`src/core/fprf_pkg.sv`:
```
package fprf_pkg;

	// ---------------------------------------------------------------
	// Register file geometry
	// ---------------------------------------------------------------
	localparam int unsigned REG_COUNT = 32;
	localparam int unsigned WORD_W = 32;
	localparam int unsigned REG_NUM_W = 5;
	localparam int unsigned HIGH_FIELD_W = 4;
	localparam int unsigned BANK_COUNT = 4;
	localparam int unsigned REGS_PER_BANK = 8;
	localparam logic [WORD_W-1:0] DATA_RESET = 32'h0000_0000;

	// ---------------------------------------------------------------
	// Single-precision field positions
	// ---------------------------------------------------------------
	localparam int unsigned SP_SIGN_POS = 31;
	localparam int unsigned SP_EXP_MSB = 30;
	localparam int unsigned SP_EXP_LSB = 23;
	localparam int unsigned SP_FRAC_MSB = 22;
	localparam int unsigned SP_FRAC_LSB = 0;

	// ---------------------------------------------------------------
	// Double-precision upper word field positions
	// ---------------------------------------------------------------
	localparam int unsigned DP_SIGN_POS = 31;
	localparam int unsigned DP_EXP_MSB = 30;
	localparam int unsigned DP_EXP_LSB = 20;
	localparam int unsigned DP_FRAC_HI_MSB = 19;
	localparam int unsigned DP_FRAC_HI_LSB = 0;

	// ---------------------------------------------------------------
	// System register selector and reset values
	// ---------------------------------------------------------------
	localparam logic [2:0] SYS_ID = 3'h0;
	localparam logic [2:0] SYS_STATUS_CTRL = 3'h1;
	localparam logic [2:0] SYS_EXCEPTION = 3'h2;
	localparam logic [2:0] SYS_EXC_INSTR = 3'h3;
	localparam logic [2:0] SYS_EXC_INSTR_TWO = 3'h4;
	// Identification value is arbitrary.
	localparam logic [WORD_W-1:0] SYSTEM_ID_VALUE = 32'h0000_5A01;
	localparam logic [WORD_W-1:0] SYS_RESET = 32'h0000_0000;

	// ---------------------------------------------------------------
	// Transfer operations
	// ---------------------------------------------------------------
	typedef enum logic [3:0] {
		OP_NONE = 4'h0,
		OP_SYSREG_WRITE_XFER = 4'h1,
		OP_SYSREG_READ_XFER = 4'h2,
		OP_DOUBLE_LOW_WRITE_XFER = 4'h3,
		OP_DOUBLE_HIGH_WRITE_XFER = 4'h4,
		OP_SINGLE_WRITE_XFER = 4'h5,
		OP_SINGLE_READ_XFER = 4'h6,
		OP_DOUBLE_LOW_READ_XFER = 4'h7,
		OP_DOUBLE_HIGH_READ_XFER = 4'h8,
		OP_DOUBLE_PAIR_WRITE_XFER = 4'h9,
		OP_SINGLE_PAIR_WRITE_XFER = 4'hA,
		OP_DOUBLE_PAIR_READ_XFER = 4'hB,
		OP_SINGLE_PAIR_READ_XFER = 4'hC
	} fprf_op_e;

endpackage

```
`src/core/fprf_regfile.sv`:
```
// Behaviour
// - Thirty-two 32-bit data registers in four banks; even/odd pairs hold doubles.
// - Register contents are stored and returned bit-for-bit, never converted.
// - No type checking; operands interpreted only by current instruction precision.
// - Integers are 32-bit signed or unsigned, moved unchanged.
// - Single layout: sign bit 31, exponent 30..23, fraction 22..0.
// - Double upper word: sign 31, exponent 30..20, fraction 19..0; lower word fraction.
// - Single/integer register number is four-bit high field plus one low bit.
// - Single-register transfers move exactly 32 bits either direction per instruction.
// - System transfers read any of the five system registers and write the four other than identification.
// - Single transfers copy one host word into or out of one single register.
// - Half-double transfers touch only low or only high half of a double.
// - Double pair write loads low half from first, high from second host word.
// - Paired-single write puts first word in m, second in m+1.
// - Double pair read returns low half first, high half second.
// - Paired-single read returns m first and m+1 second.
// - No floating-point exception is ever raised by any transfer.
// - Double n shares storage with singles 2n and 2n+1.
`timescale 1ns/10ps
module fprf_regfile (
	// Clock and reset
	input wire logic I_CLK,
	input wire logic I_NRST,
	// Transfer request
	input wire logic I_XFER_VALID,
	input wire fprf_pkg::fprf_op_e I_XFER_OP,
	input wire logic [fprf_pkg::HIGH_FIELD_W-1:0] I_REG_HIGH_FIELD,
	input wire logic I_REG_LOW_BIT,
	input wire logic [2:0] I_SYSREG_SEL,
	input wire logic [fprf_pkg::WORD_W-1:0] I_HOST_FIRST,
	input wire logic [fprf_pkg::WORD_W-1:0] I_HOST_SECOND,
	// Transfer answer
	output logic O_RESULT_VALID,
	output logic O_RESULT_PAIR,
	output logic [fprf_pkg::WORD_W-1:0] O_HOST_FIRST,
	output logic [fprf_pkg::WORD_W-1:0] O_HOST_SECOND,
	output logic O_FP_EXCEPTION,
	// Decoded view: single fields of the first result word, double fields of the second
	output logic O_SP_SIGN,
	output logic [7:0] O_SP_EXPONENT,
	output logic [22:0] O_SP_FRACTION,
	output logic O_DP_SIGN,
	output logic [10:0] O_DP_EXPONENT,
	output logic [19:0] O_DP_FRACTION_HI
);
	import fprf_pkg::*;

	// ---------------------------------------------------------------
	// Storage and register number decode
	// ---------------------------------------------------------------
	// data register array
	logic [WORD_W-1:0] data_q [REG_COUNT];
	logic [WORD_W-1:0] status_ctrl_q;
	logic [WORD_W-1:0] exception_q;
	logic [WORD_W-1:0] exc_instr_q;
	logic [WORD_W-1:0] exc_instr_two_q;

	logic [REG_NUM_W-1:0] single_num;
	logic [REG_NUM_W-1:0] single_next;
	logic [REG_NUM_W-1:0] double_lo;
	logic [REG_NUM_W-1:0] double_hi;
	logic is_write;

	// single number from high field and low bit
	assign single_num = {I_REG_HIGH_FIELD, I_REG_LOW_BIT};
	// The pair wraps from 31 back to 0, a case software should avoid.
	assign single_next = single_num + 5'h01;
	// double selected by high field only
	// low half even, high half odd
	assign double_lo = {I_REG_HIGH_FIELD, 1'b0};
	assign double_hi = {I_REG_HIGH_FIELD, 1'b1};

	// ---------------------------------------------------------------
	// Data register writes
	// ---------------------------------------------------------------
	// Each entry checks whether this transfer writes it; values are
	// stored raw, whatever format they carry.
	always_comb begin
		is_write = I_XFER_VALID && (I_XFER_OP == OP_SINGLE_WRITE_XFER ||
			I_XFER_OP == OP_DOUBLE_LOW_WRITE_XFER || I_XFER_OP == OP_DOUBLE_HIGH_WRITE_XFER ||
			I_XFER_OP == OP_DOUBLE_PAIR_WRITE_XFER || I_XFER_OP == OP_SINGLE_PAIR_WRITE_XFER);
	end

	genvar gi;
	generate
		for (gi = 0; gi < REG_COUNT; gi++) begin : g_entry
			localparam logic [REG_NUM_W-1:0] IDX = REG_NUM_W'(gi);
			logic wr_en;
			logic [WORD_W-1:0] wr_data;
			always_comb begin
				wr_en = 1'b0;
				wr_data = I_HOST_FIRST;
				if (is_write) begin
					case (I_XFER_OP)
						OP_SINGLE_WRITE_XFER: begin
							wr_en = (single_num == IDX);
						end
						OP_DOUBLE_LOW_WRITE_XFER: begin
							wr_en = (double_lo == IDX);
						end
						OP_DOUBLE_HIGH_WRITE_XFER: begin
							wr_en = (double_hi == IDX);
						end
						OP_DOUBLE_PAIR_WRITE_XFER: begin
							if (double_lo == IDX) begin
								wr_en = 1'b1;
							end else if (double_hi == IDX) begin
								wr_en = 1'b1;
								wr_data = I_HOST_SECOND;
							end
						end
						// first to m, second to m+1
						OP_SINGLE_PAIR_WRITE_XFER: begin
							if (single_num == IDX) begin
								wr_en = 1'b1;
							end else if (single_next == IDX) begin
								wr_en = 1'b1;
								wr_data = I_HOST_SECOND;
							end
						end
						default: begin
							wr_en = 1'b0;
						end
					endcase
				end
			end
			always_ff @(posedge I_CLK or negedge I_NRST) begin
				if (!I_NRST) begin
					data_q[gi] <= DATA_RESET;
				end else if (wr_en) begin
					data_q[gi] <= wr_data;
				end
			end
		end
	endgenerate

	// ---------------------------------------------------------------
	// System registers
	// ---------------------------------------------------------------
	// The identification register is read-only; writes to it are dropped.
	always_ff @(posedge I_CLK or negedge I_NRST) begin
		if (!I_NRST) begin
			status_ctrl_q <= SYS_RESET;
			exception_q <= SYS_RESET;
			exc_instr_q <= SYS_RESET;
			exc_instr_two_q <= SYS_RESET;
		end else if (I_XFER_VALID && I_XFER_OP == OP_SYSREG_WRITE_XFER) begin
			if (I_SYSREG_SEL == SYS_STATUS_CTRL) begin
				status_ctrl_q <= I_HOST_FIRST;
			end else if (I_SYSREG_SEL == SYS_EXCEPTION) begin
				exception_q <= I_HOST_FIRST;
			end else if (I_SYSREG_SEL == SYS_EXC_INSTR) begin
				exc_instr_q <= I_HOST_FIRST;
			end else if (I_SYSREG_SEL == SYS_EXC_INSTR_TWO) begin
				exc_instr_two_q <= I_HOST_FIRST;
			end
		end
	end

	// ---------------------------------------------------------------
	// Read path
	// ---------------------------------------------------------------
	logic [WORD_W-1:0] rd_first;
	logic [WORD_W-1:0] rd_second;
	logic rd_pair;
	logic rd_any;

	always_comb begin
		rd_first = DATA_RESET;
		rd_second = DATA_RESET;
		rd_pair = 1'b0;
		rd_any = 1'b1;
		case (I_XFER_OP)
			OP_SYSREG_READ_XFER: begin
				if (I_SYSREG_SEL == SYS_ID) begin
					rd_first = SYSTEM_ID_VALUE;
				end else if (I_SYSREG_SEL == SYS_STATUS_CTRL) begin
					rd_first = status_ctrl_q;
				end else if (I_SYSREG_SEL == SYS_EXCEPTION) begin
					rd_first = exception_q;
				end else if (I_SYSREG_SEL == SYS_EXC_INSTR) begin
					rd_first = exc_instr_q;
				end else if (I_SYSREG_SEL == SYS_EXC_INSTR_TWO) begin
					rd_first = exc_instr_two_q;
				end
			end
			OP_SINGLE_READ_XFER: begin
				rd_first = data_q[single_num];
			end
			OP_DOUBLE_LOW_READ_XFER: begin
				rd_first = data_q[double_lo];
			end
			OP_DOUBLE_HIGH_READ_XFER: begin
				rd_first = data_q[double_hi];
			end
			OP_DOUBLE_PAIR_READ_XFER: begin
				rd_first = data_q[double_lo];
				rd_second = data_q[double_hi];
				rd_pair = 1'b1;
			end
			OP_SINGLE_PAIR_READ_XFER: begin
				rd_first = data_q[single_num];
				rd_second = data_q[single_next];
				rd_pair = 1'b1;
			end
			default: begin
				rd_any = 1'b0;
			end
		endcase
	end

	// ---------------------------------------------------------------
	// Registered answer
	// ---------------------------------------------------------------
	always_ff @(posedge I_CLK or negedge I_NRST) begin
		if (!I_NRST) begin
			O_RESULT_VALID <= 1'b0;
			O_RESULT_PAIR <= 1'b0;
			O_HOST_FIRST <= DATA_RESET;
			O_HOST_SECOND <= DATA_RESET;
		end else begin
			O_RESULT_VALID <= I_XFER_VALID && rd_any;
			O_RESULT_PAIR <= I_XFER_VALID && rd_pair;
			if (I_XFER_VALID && rd_any) begin
				O_HOST_FIRST <= rd_first;
				O_HOST_SECOND <= rd_second;
			end
		end
	end

	always_ff @(posedge I_CLK or negedge I_NRST) begin
		if (!I_NRST) begin
			O_FP_EXCEPTION <= 1'b0;
		end else begin
			O_FP_EXCEPTION <= 1'b0;
		end
	end

	// ---------------------------------------------------------------
	// Field view: single of the first read word, double of the second
	// ---------------------------------------------------------------
	// both views shown; the consumer picks per instruction
	always_ff @(posedge I_CLK or negedge I_NRST) begin
		if (!I_NRST) begin
			O_SP_SIGN <= 1'b0;
			O_SP_EXPONENT <= 8'h00;
			O_SP_FRACTION <= 23'h000000;
			O_DP_SIGN <= 1'b0;
			O_DP_EXPONENT <= 11'h000;
			O_DP_FRACTION_HI <= 20'h00000;
		end else if (I_XFER_VALID && rd_any) begin
			O_SP_SIGN <= rd_first[SP_SIGN_POS];
			O_SP_EXPONENT <= rd_first[SP_EXP_MSB:SP_EXP_LSB];
			O_SP_FRACTION <= rd_first[SP_FRAC_MSB:SP_FRAC_LSB];
			O_DP_SIGN <= rd_second[DP_SIGN_POS];
			O_DP_EXPONENT <= rd_second[DP_EXP_MSB:DP_EXP_LSB];
			O_DP_FRACTION_HI <= rd_second[DP_FRAC_HI_MSB:DP_FRAC_HI_LSB];
		end
	end

	// shared storage: double views index the same array
endmodule

```
`config.mk`:
```
export PLATFORM = sky130hd
export DESIGN_NAME = fprf_regfile
export DESIGN_NICKNAME = d
export VERILOG_FILES = /design/src/core/fprf_pkg.sv /design/src/core/fprf_regfile.sv
export SDC_FILE = /design/constraint.sdc
export NUM_CORES = 2
export LEC_CHECK = 0
export BUFFER_PORTS_ARGS = -buffer_cell sky130_fd_sc_hd__buf_2
export CORE_AREA = 2 2 448 450
export CTS_CLUSTER_DIAMETER = 120
export DETAILED_ROUTE_END_ITERATION = 8
export DIE_AREA = 0 0 450 452
export MAX_ROUTING_LAYER = met4
export PLACE_DENSITY = 0.62
export SLEW_MARGIN = 20
export SYNTH_ARGS = -nofsm -noshare
export SYNTH_HDL_FRONTEND = slang
export SYNTH_SLANG_ARGS = --single-unit
```
`constraint.sdc`:
```
create_clock -name I_CLK -period 5.9 [get_ports I_CLK]
set_input_delay 0.59 -clock I_CLK [delete_from_list [all_inputs] [get_ports I_CLK]]
set_output_delay 0.59 -clock I_CLK [all_outputs]
set_load 0.005 [all_outputs]
```
==> results.sh <==
export IMPL_outcome="finished, final reports clean"
export IMPL_drt_iter0_drc=11600
export IMPL_yosysUniqueCellTypes=107
export IMPL_wl_microns=404000
export IMPL_syn_instance_count=7822
export IMPL_die_w_microns=450
export IMPL_cp_start_kind="primary input"
export IMPL_first_pass_iters=8
export IMPL_path_common_cell="buf_4"
export IMPL_clock_fmax_ghz=0.242
export IMPL_antenna_found_initial=39
export IMPL_slew_headroom_pct=16.2
export IMPL_grt_overflow=0
export IMPL_io_buffers=208
export IMPL_timing_rr_end="O_HOST_FIRST[21]$_DFFE_PN0P_"
export IMPL_grt_max_degree=150
export IMPL_regToRegSetupSlack_ns=3.11
export IMPL_postCtsHoldBufs=1
export IMPL_post_dp_hpwl_microns=252000
export IMPL_async_flop_share_pct=100
export IMPL_worst_slew_pin_slew_ns=1.25
export IMPL_r2r_start="data_q[181]$_DFFE_PN0P_"
export IMPL_synth_seq_cells=1218
export IMPL_synth_warning_count=0
export IMPL_post_route_util_pct=44.0
export IMPL_slowest_stage="o21ai_4"
export IMPL_cts_sinks=1218
export IMPL_cts_made_buffers=144
export IMPL_synth_flop_cell="dfrtp_1"
export IMPL_hold_viol=0
export IMPL_postCtsResizedCells=0
export IMPL_gp_congestion=1.06
export IMPL_skew_ns=0.0406
export IMPL_wl_per_cell_microns=39.1
export IMPL_synthesis_area_sq_mm=0.0791
export IMPL_critPathMaxStageDelay_ns=0.97
export IMPL_initial_core_util_pct=39.8
export IMPL_hp_class="in2reg"
export IMPL_synth_seq_area_share_pct=38.6
export IMPL_clk_latency_ns=0.86
export IMPL_drt_vias_per_instance=6.98
export IMPL_die_h_microns=452
export IMPL_crit_end="data_q[868]$_DFFE_PN0P_"
export IMPL_htreeDepth=4
export IMPL_drv_slew=0
export IMPL_path_clk_slew_ns=0.06
export IMPL_grt_pass1_vias=68200
export IMPL_powerDensity_mw_per_mm2=265
export IMPL_fin_crit_sh_pct=70.0
export IMPL_grt_usage_pct=39.9
export IMPL_nNetsFinal=7581
export IMPL_synth_edf_count=0
export IMPL_rows=164
export IMPL_clock_path_buffers=3
export IMPL_area_growth_pct=10.4
export IMPL_crit_path_max_fanout=44
export IMPL_cts_root_buf="clkbuf_16"
export IMPL_peakVddDrop_mv=0.301
export IMPL_power_leakage_uw=0.0394
export IMPL_pin_count=210
export IMPL_cts_tree="built"
export IMPL_grt_pass1_wl_microns=558000
export IMPL_core_sq_mm=0.199
export IMPL_crit_buf_inv=4
export IMPL_dieArea_sq_mm=0.203
export IMPL_path_class="in2reg"
export IMPL_reg2reg_depth=6
export IMPL_crit_required_ns=6.62
export IMPL_max_cap_viol_count=0
export IMPL_end_kind="flop"
export IMPL_arrival_ns=4.85
export IMPL_critical_path_depth=11
export IMPL_avgSynthCellArea_sq_um=10.1
export IMPL_ant_nets=0
export IMPL_whs_ns=0.323
export IMPL_post_cts_buffers=0
export IMPL_num_vias=72000
export IMPL_setup_violations=0
export IMPL_cp_top_family="buffers and inverters"
export IMPL_path_cells="buf_8 > ha_1 > buf_4 > and3_1 > ha_4 > inv_2 > or4_4 > nor2b_1 > o21ai_4 > buf_4 > mux2_2"
export IMPL_finalSetupTns_ns=0
export IMPL_drive_gt1_share_pct=21.6
export IMPL_crit_start="I_REG_HIGH_FIELD[0]"
export IMPL_synth_nets=7908
export IMPL_remaining_drc_errors=0
export IMPL_rsz0062_at_grt="no"
export IMPL_period_minus_slack_ns=4.13
[worst min path at each step]
stage | start | end | slack [ns] | cells past startpoint
after floorplan | I_NRST | O_HOST_FIRST[0]$_DFFE_PN0P_ | 0.29 | 0
after global placement | data_q[156]$_DFFE_PN0P_ | data_q[156]$_DFFE_PN0P_ | 0.47 | 2
after detailed placement | data_q[113]$_DFFE_PN0P_ | data_q[113]$_DFFE_PN0P_ | 0.49 | 2
after CTS | I_XFER_VALID | O_RESULT_PAIR$_DFF_PN0_ | 0.31 | 2
after global routing | I_XFER_VALID | O_RESULT_PAIR$_DFF_PN0_ | 0.30 | 2
final | I_XFER_VALID | O_RESULT_PAIR$_DFF_PN0_ | 0.32 | 2
[stage by stage]
| stage | setup slack (ns) | instance area (sq um) | instances | total power, uW |
|---|---|---|---|---|
| 2_1_floorplan | 1.91 | 79100 | 7822 | 11900 |
| 3_3_place_gp | 1.27 | 82200 | 9999 | 13500 |
| 3_5_place_dp | 1.22 | 82300 | 10000 | 13600 |
| 4_1_cts | 2.07 | 87100 | 10300 | 22900 |
| 5_1_grt | 1.87 | 87300 | 10300 | 23600 |
| 6_report | 1.77 | 87300 | 10300 | 23100 |
[routing by layer]
metal  GRT usage (%)  wire length (microns)  vias up
met1            48.4                 146000    36100
met5               -                      0        -
met4            30.7                  38200        0
met2            53.2                 164000     5984
li1                -                      -    28100
met3            15.0                  56200     1785
[worst register-to-register path: stages (launching register included)]
cell and delay, ns:
dfrtp_1 0.41, mux4_2 0.54, mux2i_1 0.52, nor2_1 0.09, a221oi_1 0.73, a31oi_1 0.19, o22a_1 0.22
[cells by family after synthesis]
kind of cell | share of synthesized area, %
XOR/XNOR | 0.0665
other | 0.00474
buffers and inverters | 6.09
AND/OR/NAND/NOR | 9.09
flip-flops | 38.6
multiplexers | 29.9
adder cells (fa/ha/maj) | 0.111
AO/OA/AOI/OAI | 16.2
[cell usage after synthesis (all sizes together), types with 14 or more instances]
master / n / area share (%)
nor3: 29 / 0.18
a21o: 23 / 0.22
and3: 17 / 0.13
a22oi: 204 / 1.9
dfrtp: 1218 / 39
mux2i: 1060 / 13
nor2: 483 / 2.3
o2111ai: 14 / 0.16
a2bb2oi: 19 / 0.23
a221o: 40 / 0.51
o32ai: 17 / 0.19
a211oi: 26 / 0.25
and2: 38 / 0.30
buf: 482 / 3.7
clkbuf: 477 / 2.3
nand2b: 27 / 0.21
inv: 22 / 0.10
o22ai: 64 / 0.53
nand3: 75 / 0.47
nor2b: 26 / 0.22
a221oi: 41 / 0.48
o2bb2ai: 25 / 0.28
a21oi: 539 / 3.4
mux2: 373 / 5.3
nand2: 958 / 4.6
a31oi: 66 / 0.60
o211ai: 76 / 0.73
o21ai: 728 / 4.6
mux4: 393 / 11
o221ai: 25 / 0.28
[state kept, by name (all words and copies together), names as in the netlist]
name,count
O_RESULT_VALID,1
exc_instr_two_q,32
O_RESULT_PAIR,1
data_q,1024
O_HOST_SECOND,32
status_ctrl_q,32
O_HOST_FIRST,32
exc_instr_q,32
exception_q,32
[placed cells by master, fill, tap and decap left out, types with 28 or more instances in the layout]
master     synthesis  layout
a21oi_1          532     528
a221o_1           40      40
a221oi_1          38      38
a22oi_1          203     202
a31oi_1           61      59
and2_1            37      37
buf_12             0      44
buf_2            265     202
buf_4            134     229
clkbuf_16          0     147
clkbuf_8           0      31
clkinv_2           0      28
dfrtp_1         1218    1218
diode_2            0      50
mux2_2           368     368
mux2i_1         1060    1060
mux4_2           393     393
nand2_1          957     950
nand3_1           75      73
nor2_1           482     471
o211ai_1          74      74
o21ai_0          675     674
o21ai_1           52      31
o22ai_1           61      60
[power by group]
part           total, uW  internal, uW  switching (uW)
sequential          9660          8960             692
combinational       3980          1460            2520
clock               9460          5440            4020
total              23100         15900            7230
[final cells by class]
cell class                 instances  area (sq um)
antenna                           50           125
clock buffer                     201          4180
clock inverter                    53           656
fill                           18800        111000
inverter                          25           100
multi-input combinational       5620         44700
sequential                      1218         30500
tap                             2656          3320
timing repair buffer             486          3790
No activity file was read; power rests on OpenSTA's default activity.
